==> src/core/rts_pkg.sv <==
// Constants for the per-timeslot receive signaling control block.
// Assumes one E1 channel with 32 timeslots and an 8-bit register port.
package rts_pkg;
  localparam int NUM_TS = 32;
  localparam int ADDR_W = 12;
  // Register array bases; entry k sits at base plus k.
  localparam logic [11:0] USER_BASE = 12'h380;
  localparam logic [11:0] CTRL_BASE = 12'h3A0;
  localparam logic [11:0] SUBST_BASE = 12'h3C0;
  localparam logic [11:0] STORE_BASE = 12'h500;
  // Values after reset.
  localparam logic [7:0] USER_RESET = 8'hFF;
  localparam logic [7:0] CTRL_RESET = 8'h00;
  localparam logic [6:0] SUBST_RESET = 7'h00;
  localparam logic [3:0] STORE_RESET = 4'h0;
  // Signaling control field positions.
  localparam int SUBST_EN_BIT = 6;
  localparam int OH_EN_BIT = 5;
  localparam int DEB_EN_BIT = 4;
  localparam int SUBST_FMT_LSB = 2;
  localparam int EXTR_FMT_LSB = 0;
  // Substitution value field positions.
  localparam int SV_A2_BIT = 6;
  localparam int SV_B4_BIT = 5;
  localparam int SV_A4_BIT = 4;
  // Channel control code that selects the user code.
  localparam logic [3:0] CHAN_USER_CODE = 4'h4;
  // Two-bit format codes shared by substitution and extraction.
  localparam logic [1:0] FMT_NONE = 2'h0;
  localparam logic [1:0] FMT_ABCD = 2'h1;
  localparam logic [1:0] FMT_AB = 2'h2;
  localparam logic [1:0] FMT_A = 2'h3;
endpackage : rts_pkg

==> src/core/rts_dbc_if.sv <==
// Carrier between the control block and its debounce tracker.
// Assumes both ends run on sys_clk.
`timescale 1ns/1ns
`default_nettype none
interface rts_dbc_if;
  logic sample;
  logic [4:0] ts;
  logic [3:0] sig;
  logic enable;
  logic update;
  modport ctl(output sample, output ts, output sig, output enable, input update);
  modport dbc(input sample, input ts, input sig, input enable, output update);
endinterface : rts_dbc_if
`default_nettype wire

==> src/core/rts_debounce.sv <==
// Per-timeslot signaling debounce tracker.
// Assumes one signaling sample per timeslot per superframe.
`timescale 1ns/1ns
`default_nettype none
module rts_debounce (
  input wire logic sys_clk,
  input wire logic sys_rst,
  rts_dbc_if.dbc dbc
);
  import rts_pkg::*;

  logic [3:0] prev_sig [NUM_TS];
  logic [NUM_TS-1:0] prev_ok;

  // Accept at once when debounce is off, else only on two equal superframes.
  always_comb begin
    dbc.update = dbc.sample & (~dbc.enable |
                 (prev_ok[dbc.ts] & (prev_sig[dbc.ts] == dbc.sig)));
  end

  // Keep the previous superframe's bits for each timeslot.
  always_ff @(posedge sys_clk or posedge sys_rst) begin
    if (sys_rst) begin
      prev_ok <= '0;
      for (int i = 0; i < NUM_TS; i++) begin
        prev_sig[i] <= STORE_RESET;
      end
    end else if (dbc.sample) begin
      prev_sig[dbc.ts] <= dbc.sig;
      prev_ok[dbc.ts] <= 1'b1;
    end
  end
endmodule // rts_debounce
`default_nettype wire

==> src/core/rts_top.sv <==
// Receive timeslot user code and signaling control for one E1 channel.
// Assumes the framer presents one timeslot per strobe, synchronous to sys_clk.
// Contract
// - Channel code 4 replaces octet with user code.
// - Thirty-two contiguous signaling control registers.
// - Bit 6 substitutes ABCD from substitution register.
// - Substitution alters PCM only, not store/pin.
// - Bit 5 drives store array onto overhead.
// - Debounce bit 4 needs two equal superframes.
// - Debounce mismatch leaves store and pin unchanged.
// - Without debounce, update immediately on change.
// - Substitution format: ones, ABCD, AB, A.
// - Extraction format: none, ABCD, AB, A.
// - Substitution values indexed by timeslot 0..31.
`timescale 1ns/1ns
`default_nettype none
module rts_top (
  input wire logic sys_clk,
  input wire logic sys_rst,
  input wire logic [rts_pkg::ADDR_W-1:0] reg_addr,
  input wire logic [7:0] reg_wdata,
  input wire logic reg_wr,
  input wire logic reg_rd,
  output logic [7:0] reg_rdata,
  input wire logic ts_valid,
  input wire logic [4:0] ts_index,
  input wire logic [7:0] ts_octet,
  input wire logic [3:0] ts_chan_ctrl,
  input wire logic ts_sig_valid,
  input wire logic [3:0] ts_sig,
  output logic pcm_valid,
  output logic [4:0] pcm_ts,
  output logic [7:0] rx_pcm_serial_out,
  output logic [3:0] pcm_sig,
  output logic sig_valid,
  output logic [4:0] sig_ts,
  output logic [3:0] rx_signaling_pin,
  output logic oh_valid,
  output logic [3:0] rx_overhead_pin
);
  import rts_pkg::*;

  logic [7:0] rx_user_code_array [NUM_TS];
  logic [7:0] rx_signaling_control_array [NUM_TS];
  logic [6:0] rx_signaling_substitute_values [NUM_TS];
  logic [3:0] rx_signaling_store_array [NUM_TS];
  logic [7:0] ctl;
  logic [3:0] extracted;
  logic store_we;
  logic [3:0] next_store;
  rts_dbc_if dbc_bus ();

  // True when addr falls in the 32-entry array at base; the low five bits pick the entry.
  function automatic logic in_array(input logic [11:0] addr, input logic [11:0] base);
    logic [11:0] off;
    off = addr - base;
    return (addr >= base) && (off < 12'h020);
  endfunction

  // Substitution value chosen by format; untouched bits keep the received ones.
  function automatic logic [3:0] subst_sig(input logic [1:0] fmt, input logic [6:0] sv,
                                          input logic [3:0] rx);
    case (fmt)
      FMT_NONE: subst_sig = 4'hF;
      FMT_ABCD: subst_sig = sv[3:0];
      FMT_AB: subst_sig = {sv[SV_A4_BIT], sv[SV_B4_BIT], rx[1:0]};
      default: subst_sig = {sv[SV_A2_BIT], rx[2:0]};
    endcase
  endfunction

  // Extraction mask; bits not extracted read as zero in the store.
  function automatic logic [3:0] extract_sig(input logic [1:0] fmt, input logic [3:0] rx);
    case (fmt)
      FMT_ABCD: extract_sig = rx;
      FMT_AB: extract_sig = {rx[3:2], 2'h0};
      FMT_A: extract_sig = {rx[3], 3'h0};
      default: extract_sig = 4'h0;
    endcase
  endfunction

  // Control word of the timeslot now on the signaling strobe.
  assign ctl = rx_signaling_control_array[ts_index];
  assign extracted = extract_sig(ctl[EXTR_FMT_LSB +: 2], ts_sig);

  // Hand the sample to the debounce tracker; format 00 extracts nothing.
  assign dbc_bus.sample = ts_sig_valid && ctl[EXTR_FMT_LSB +: 2] != FMT_NONE;
  assign dbc_bus.ts = ts_index;
  assign dbc_bus.sig = extracted;
  assign dbc_bus.enable = ctl[DEB_EN_BIT];
  assign store_we = dbc_bus.update;
  // The store never sees substituted bits, so the pin stays honest.
  assign next_store = store_we ? extracted : rx_signaling_store_array[ts_index];

  rts_debounce u_debounce (
    .sys_clk(sys_clk),
    .sys_rst(sys_rst),
    .dbc(dbc_bus.dbc)
  );

  // Software writes to the three writable arrays.
  always_ff @(posedge sys_clk or posedge sys_rst) begin
    if (sys_rst) begin
      for (int i = 0; i < NUM_TS; i++) begin
        rx_user_code_array[i] <= USER_RESET;
        rx_signaling_control_array[i] <= CTRL_RESET;
        rx_signaling_substitute_values[i] <= SUBST_RESET;
      end
    end else if (reg_wr) begin
      if (in_array(reg_addr, USER_BASE)) begin
        rx_user_code_array[reg_addr[4:0]] <= reg_wdata;
      end
      if (in_array(reg_addr, CTRL_BASE)) begin
        rx_signaling_control_array[reg_addr[4:0]] <= {1'b0, reg_wdata[6:0]};
      end
      if (in_array(reg_addr, SUBST_BASE)) begin
        rx_signaling_substitute_values[reg_addr[4:0]] <= reg_wdata[6:0];
      end
    end
  end

  // Read data stands one cycle after the strobe; unmapped space reads zero.
  always_ff @(posedge sys_clk or posedge sys_rst) begin
    if (sys_rst) begin
      reg_rdata <= 8'h00;
    end else if (!reg_rd) begin
      reg_rdata <= 8'h00;
    end else if (in_array(reg_addr, USER_BASE)) begin
      reg_rdata <= rx_user_code_array[reg_addr[4:0]];
    end else if (in_array(reg_addr, CTRL_BASE)) begin
      reg_rdata <= rx_signaling_control_array[reg_addr[4:0]];
    end else if (in_array(reg_addr, SUBST_BASE)) begin
      reg_rdata <= {1'b0, rx_signaling_substitute_values[reg_addr[4:0]]};
    end else if (in_array(reg_addr, STORE_BASE)) begin
      reg_rdata <= {4'h0, rx_signaling_store_array[reg_addr[4:0]]};
    end else begin
      reg_rdata <= 8'h00;
    end
  end

  // Signaling store; written only when debounce lets the sample through.
  always_ff @(posedge sys_clk or posedge sys_rst) begin
    if (sys_rst) begin
      for (int i = 0; i < NUM_TS; i++) begin
        rx_signaling_store_array[i] <= STORE_RESET;
      end
    end else if (store_we) begin
      rx_signaling_store_array[ts_index] <= extracted;
    end
  end

  // PCM octet path with user code and signaling substitution.
  always_ff @(posedge sys_clk or posedge sys_rst) begin
    if (sys_rst) begin
      pcm_valid <= 1'b0;
      pcm_ts <= 5'h00;
      rx_pcm_serial_out <= 8'h00;
      pcm_sig <= 4'h0;
    end else begin
      pcm_valid <= ts_valid;
      pcm_ts <= ts_index;
      if (ts_valid) begin
        rx_pcm_serial_out <= (ts_chan_ctrl == CHAN_USER_CODE) ?
                             rx_user_code_array[ts_index] : ts_octet;
      end
      if (ts_valid) begin
        pcm_sig <= ctl[SUBST_EN_BIT] ?
                   subst_sig(ctl[SUBST_FMT_LSB +: 2],
                             rx_signaling_substitute_values[ts_index], ts_sig) : ts_sig;
      end
    end
  end

  // Signaling pin and overhead pin both carry the stored, unsubstituted value.
  always_ff @(posedge sys_clk or posedge sys_rst) begin
    if (sys_rst) begin
      sig_valid <= 1'b0;
      sig_ts <= 5'h00;
      rx_signaling_pin <= 4'h0;
      oh_valid <= 1'b0;
      rx_overhead_pin <= 4'h0;
    end else begin
      sig_valid <= ts_sig_valid;
      sig_ts <= ts_index;
      oh_valid <= ts_sig_valid && ctl[OH_EN_BIT];
      if (ts_sig_valid) begin
        rx_signaling_pin <= next_store;
      end
      if (ts_sig_valid && ctl[OH_EN_BIT]) begin
        rx_overhead_pin <= next_store;
      end
    end
  end
endmodule // rts_top
`default_nettype wire

==> config.mk <==
export PLATFORM = sky130hd
export DESIGN_NAME = rts_top
export DESIGN_NICKNAME = d
export VERILOG_FILES = /design/src/core/rts_pkg.sv /design/src/core/rts_dbc_if.sv /design/src/core/rts_debounce.sv /design/src/core/rts_top.sv
export SDC_FILE = /design/constraint.sdc
export NUM_CORES = 2
export LEC_CHECK = 0
export BUFFER_PORTS_ARGS = -buffer_cell sky130_fd_sc_hd__buf_2
export CORE_ASPECT_RATIO = 0.5
export CORE_MARGIN = 2
export CORE_UTILIZATION = 64
export CTS_BUF_LIST = sky130_fd_sc_hd__clkbuf_16
export DETAILED_ROUTE_END_ITERATION = 6
export PLACE_DENSITY = 0.9
export SYNTH_ARGS = -nofsm -noshare
export SYNTH_HDL_FRONTEND = slang
export SYNTH_SLANG_ARGS = --single-unit
==> constraint.sdc <==
create_clock -name sys_clk -period 38.9 [get_ports sys_clk]
set_input_delay 0 -clock sys_clk [delete_from_list [all_inputs] [get_ports sys_clk]]
set_output_delay 0 -clock sys_clk [all_outputs]
set_load 0.02 [all_outputs]
==> summary by stage <==
Synth
In the post-synthesis netlist, the biggest area contributors are sky130_fd_sc_hd__dfrtp_1, sky130_fd_sc_hd__mux2_2, sky130_fd_sc_hd__mux4_2, sky130_fd_sc_hd__dfstp_2, sky130_fd_sc_hd__o22ai_1. By area, the combinational part of the netlist is dominated by multiplexers. For this run, asynchronously set or reset flops after synthesis account for 1.00. The cell taking the most area after synthesis is sky130_fd_sc_hd__dfrtp_1. Of the total synthesized cell area, the portion taken by full adders, half adders and majority gates is 0.000941. The sequential area share after synthesis is 0.490.

The count of mapped cells out of synthesis is 3,540. The parity-gate share of the synthesized area counting xor and xnor cells is 0.000659. The simple logic cell fraction of the synthesized area is 0.0356.

The cell area that synthesis handed to floorplanning was 53,200 sq um. The proportion of netlist area held by the largest area contributor is 0.363. The multiplexer fraction of the synthesized cell area is 0.402. The flip-flop and latch count after synthesis is 1,028.

In this run the mean area of a mapped cell was 15.0 sq um. The complex-gate fraction of the synthesized area is 0.0458. The number of different library cells used by synthesis comes to 64. Counting flops with a built-in enable in the synthesized netlist gives 0. The synthesized netlist net count is 3,591. For this run, the leading register cell type out of synthesis is sky130_fd_sc_hd__dfrtp_1. The count of yosys warnings during synthesis is 0.

Setup path
The setup path with the least slack is of type primary input to flop. The element type at the critical path end is a flop. The data arrival time of the worst path is 5920 ps. For this design, the slowest cell found on the critical path is sky130_fd_sc_hd__buf_4. The number of buffers and inverters on the critical path is 6. Among the stages of the critical path, the cell type that occurs most often is sky130_fd_sc_hd__dlygate4sd3_1. The internal reg-to-reg setup slack is 34,770 ps.

The kind of cell adding the most delay to the critical path is buffers and inverters. Along the worst path, the maximum fanout reaches 101. The reg-to-reg critical path startpoint is rx_signaling_control_array[232]$_DFFE_PP0P_.

The required time of the critical path is 39,510 ps. Measured in cells, the most critical reg-to-reg path has a length of 11. In this run the critical register-to-register path is captured at rx_signaling_store_array[100]$_DFFE_PP0P_. The critical path's largest stage delay is 710 ps.

STA classifies the critical path startpoint as a primary input. The critical path goes through dlygate4sd3_1 > buf_8 > buf_12 > buf_4 > mux4_2 > mux4_2 > a221oi_1 > a21oi_1 > dlygate4sd3_1 > mux2_2 > dlygate4sd3_1.

Final layout
The register cell area after layout is 26,000 sq um. At the end of the flow the core is filled with cells to 0.704. The layout filler cell count is 4,837. The growth of design area from synthesis to finish is 8.48%. The most common cell after layout, fill and taps aside is sky130_fd_sc_hd__mux2_2.

In the final layout, the share of cells above drive strength 1 is 0.561. In the layout the commonest cells are sky130_fd_sc_hd__mux2_2, sky130_fd_sc_hd__dfrtp_1, sky130_fd_sc_hd__mux4_2, sky130_fd_sc_hd__dfstp_2, sky130_fd_sc_hd__nor2_1. The final layout contains 3,589 nets.

Summing all multi-input logic gate instances after layout gives 25,800 sq um. After the flow finishes, the layout carries non-filler instances totaling 4,719.

Global routing
The overall fraction of global-route tracks in use is 0.380. The residual overflow from global routing is 0. The global-route wire length before repair is 241,000 um. The initial antenna violation count is 5.

The largest net degree at the start of global routing is 151. The via count of the first global-routing pass came to 36,905.

Clock tree
The post-cts gate resize count is 0. Clock-pin slew was measured on the worst setup and hold paths at 80 ps. The clock tree from TritonCTS is done. The clock tree buffer depth is 3. TritonCTS created 91 clock buffers. The clock latency on the worst-skew pair is 730 ps.

Counting every sink on the clock net gives 1,028. In this run, post-CTS hold repair placed 40 buffers. Buffers added to address setup during post-CTS repair amount to 0. In this run the number of H-tree levels came out at 3. Clock tree synthesis selected as its root buffer the cell sky130_fd_sc_hd__clkbuf_16.

Floorplan
The width of the chip is 412 um. The core region area is 81,900 sq um. The die covers 85,500 sq um. The starting density of the core is 0.649.

The top-level I/O count is 88. The placement row count is 74. In this run the vertical extent of the chip is 208 um.

Drt
Detailed routing inserted a total of 36,251 vias. After detailed routing, the number of vias per cell comes to 7.68. The first-iteration detailed-routing DRC count is 5,313.

The antenna violation net count after detailed routing is 0. In the final routed layout, each cell accounts on average for 34.1 um. The first detailed-routing pass took 7 iterations. In the routed design, unresolved DRC markers number 21. The final wirelength is 161,000 um.

Job
The tool flagged a number of max-cap violations equal to 0.

Placed design
The number of placed instances, taps included, is 4,506. Routability-driven placement finished with a final weighted congestion of 0.982. Input and output buffers added on the ports amount to 87.

The detailed placement HPWL is 99,700 um.

STA
The highest clock frequency the design can meet is 189 MHz. The transition at the pin with the smallest max-transition slack is 1440 ps. Dividing the final minimum period by the clock period gives 0.136. The maximum clock skew at final layout is 37.8 ps.

The final count of hold timing violations is 0. Setup violations remaining at the end of the flow were counted as 0. The post-route setup TNS is 0 ps.

Headroom to the max-slew limit came out at 0.0369. The worst path needs 5300 ps of the cycle, external delays included. The final max-slew violation count is 0. Setup repair after global routing left no endpoint under its margin.

Outcome
The run finished, with violations left. The final reports fail on design-rule violations.

Pwr
Across the VDD grid, the largest voltage drop is 0.0361 mV. For this design the ratio of total power to cell area is 40.0 nW/um^2. For this design the static power due to leakage is 25.0 nW.

Min path
The type of the most critical hold path is primary input to async pin.
## flip-flops by register name (all words and copies together), names as in the netlist, 5 cells and up
name                            count
rx_signaling_substitute_values    224
rx_user_code_array                256
rx_signaling_control_array        224
u_debounce.prev_ok                 32
sig_ts                              5
u_debounce.prev_sig               128
rx_pcm_serial_out                   8
rx_signaling_store_array          128
reg_rdata                           8
## routing by layer
metal	vias up	part of all wire	wire (um)	track usage
li1	13744	-	-	-
met1	18836	0.35	56500	0.499
met2	2937	0.44	71400	0.543
met3	724	0.14	22200	0.155
met4	10	0.066	10500	0.206
met5	-	0.00063	102	0.00389
## worst register-to-register path: cells and delay by family, from the launching register on
| family | cells | cell delay (ps) |
|---|---|---|
| compound gates | 5 | 1590 |
| mux | 2 | 670 |
| buf+inv | 2 | 660 |
| flops | 1 | 400 |
| xor+xnor | 1 | 400 |
| simple gates | 1 | 260 |
## final cells by class
class	instances	area share
diodes	2	0.0000868
multi-input cells	2206	0.448
clock inverters	76	0.0102
repair buffers	196	0.0246
well taps	1102	0.0239
clock buffers	94	0.0408
inverters	15	0.00111
flip-flops and latches	1028	0.452
## how the worst max path moves through the flow
stage	endpoint	startpoint	slack, ps	cells after the start
after floorplan	oh_valid$_DFF_PP0_	sys_rst	10390	1
after global placement	rx_signaling_substitute_values[216]$_DFFE_PP0P_	sys_rst	33720	7
after detailed placement	rx_signaling_substitute_values[209]$_DFFE_PP0P_	sys_rst	33520	7
after CTS	rx_pcm_serial_out[1]$_DFFE_PP0P_	ts_index[0]	33550	11
after global routing	rx_signaling_substitute_values[216]$_DFFE_PP0P_	sys_rst	32970	8
final	rx_pcm_serial_out[1]$_DFFE_PP0P_	ts_index[0]	33600	11
## Yosys cell counts (31+ instances only)
library cell / number
sky130_fd_sc_hd__a22oi_1: 65
sky130_fd_sc_hd__buf_1: 32
sky130_fd_sc_hd__buf_2: 32
sky130_fd_sc_hd__clkbuf_1: 195
sky130_fd_sc_hd__dfrtp_1: 772
sky130_fd_sc_hd__dfstp_2: 256
sky130_fd_sc_hd__mux2_2: 971
sky130_fd_sc_hd__mux2i_1: 42
sky130_fd_sc_hd__mux4_2: 445
sky130_fd_sc_hd__nand2_1: 104
sky130_fd_sc_hd__nor2_1: 148
sky130_fd_sc_hd__o22ai_1: 129
sky130_fd_sc_hd__or2_2: 31
## logic make-up (layout without fill, tap and decap cells)
group / count (synthesis) / after routing
AND/OR/NAND/NOR: 403 / 403
buffers and inverters: 306 / 381
multiplexers: 1458 / 1458
other: 0 / 2
adder cells (fa/ha/maj): 4 / 4
flip-flops: 1028 / 1028
AO/OA/AOI/OAI: 337 / 337
XOR/XNOR: 4 / 4
## power breakdown
part	internal, W	total (W)	switching, W
Sequential	0.00111	0.00114	0.0000288
Clock	0.000494	0.000926	0.000432
Combinational	0.0000937	0.000238	0.000144
## through the flow
step	hold WS (ps)	total power, W	worst slack, ps	cell area (sq um)
after floorplan	31.4	0.00131	10390	53200
after global placement	223	0.00137	33720	54300
after detailed placement	223	0.00138	33520	54300
after CTS	41.4	0.00229	33550	57700
after global routing	61.4	0.00236	32970	57700
final	69.7	0.00230	33600	57700
(Power assumes the default switching activity.)
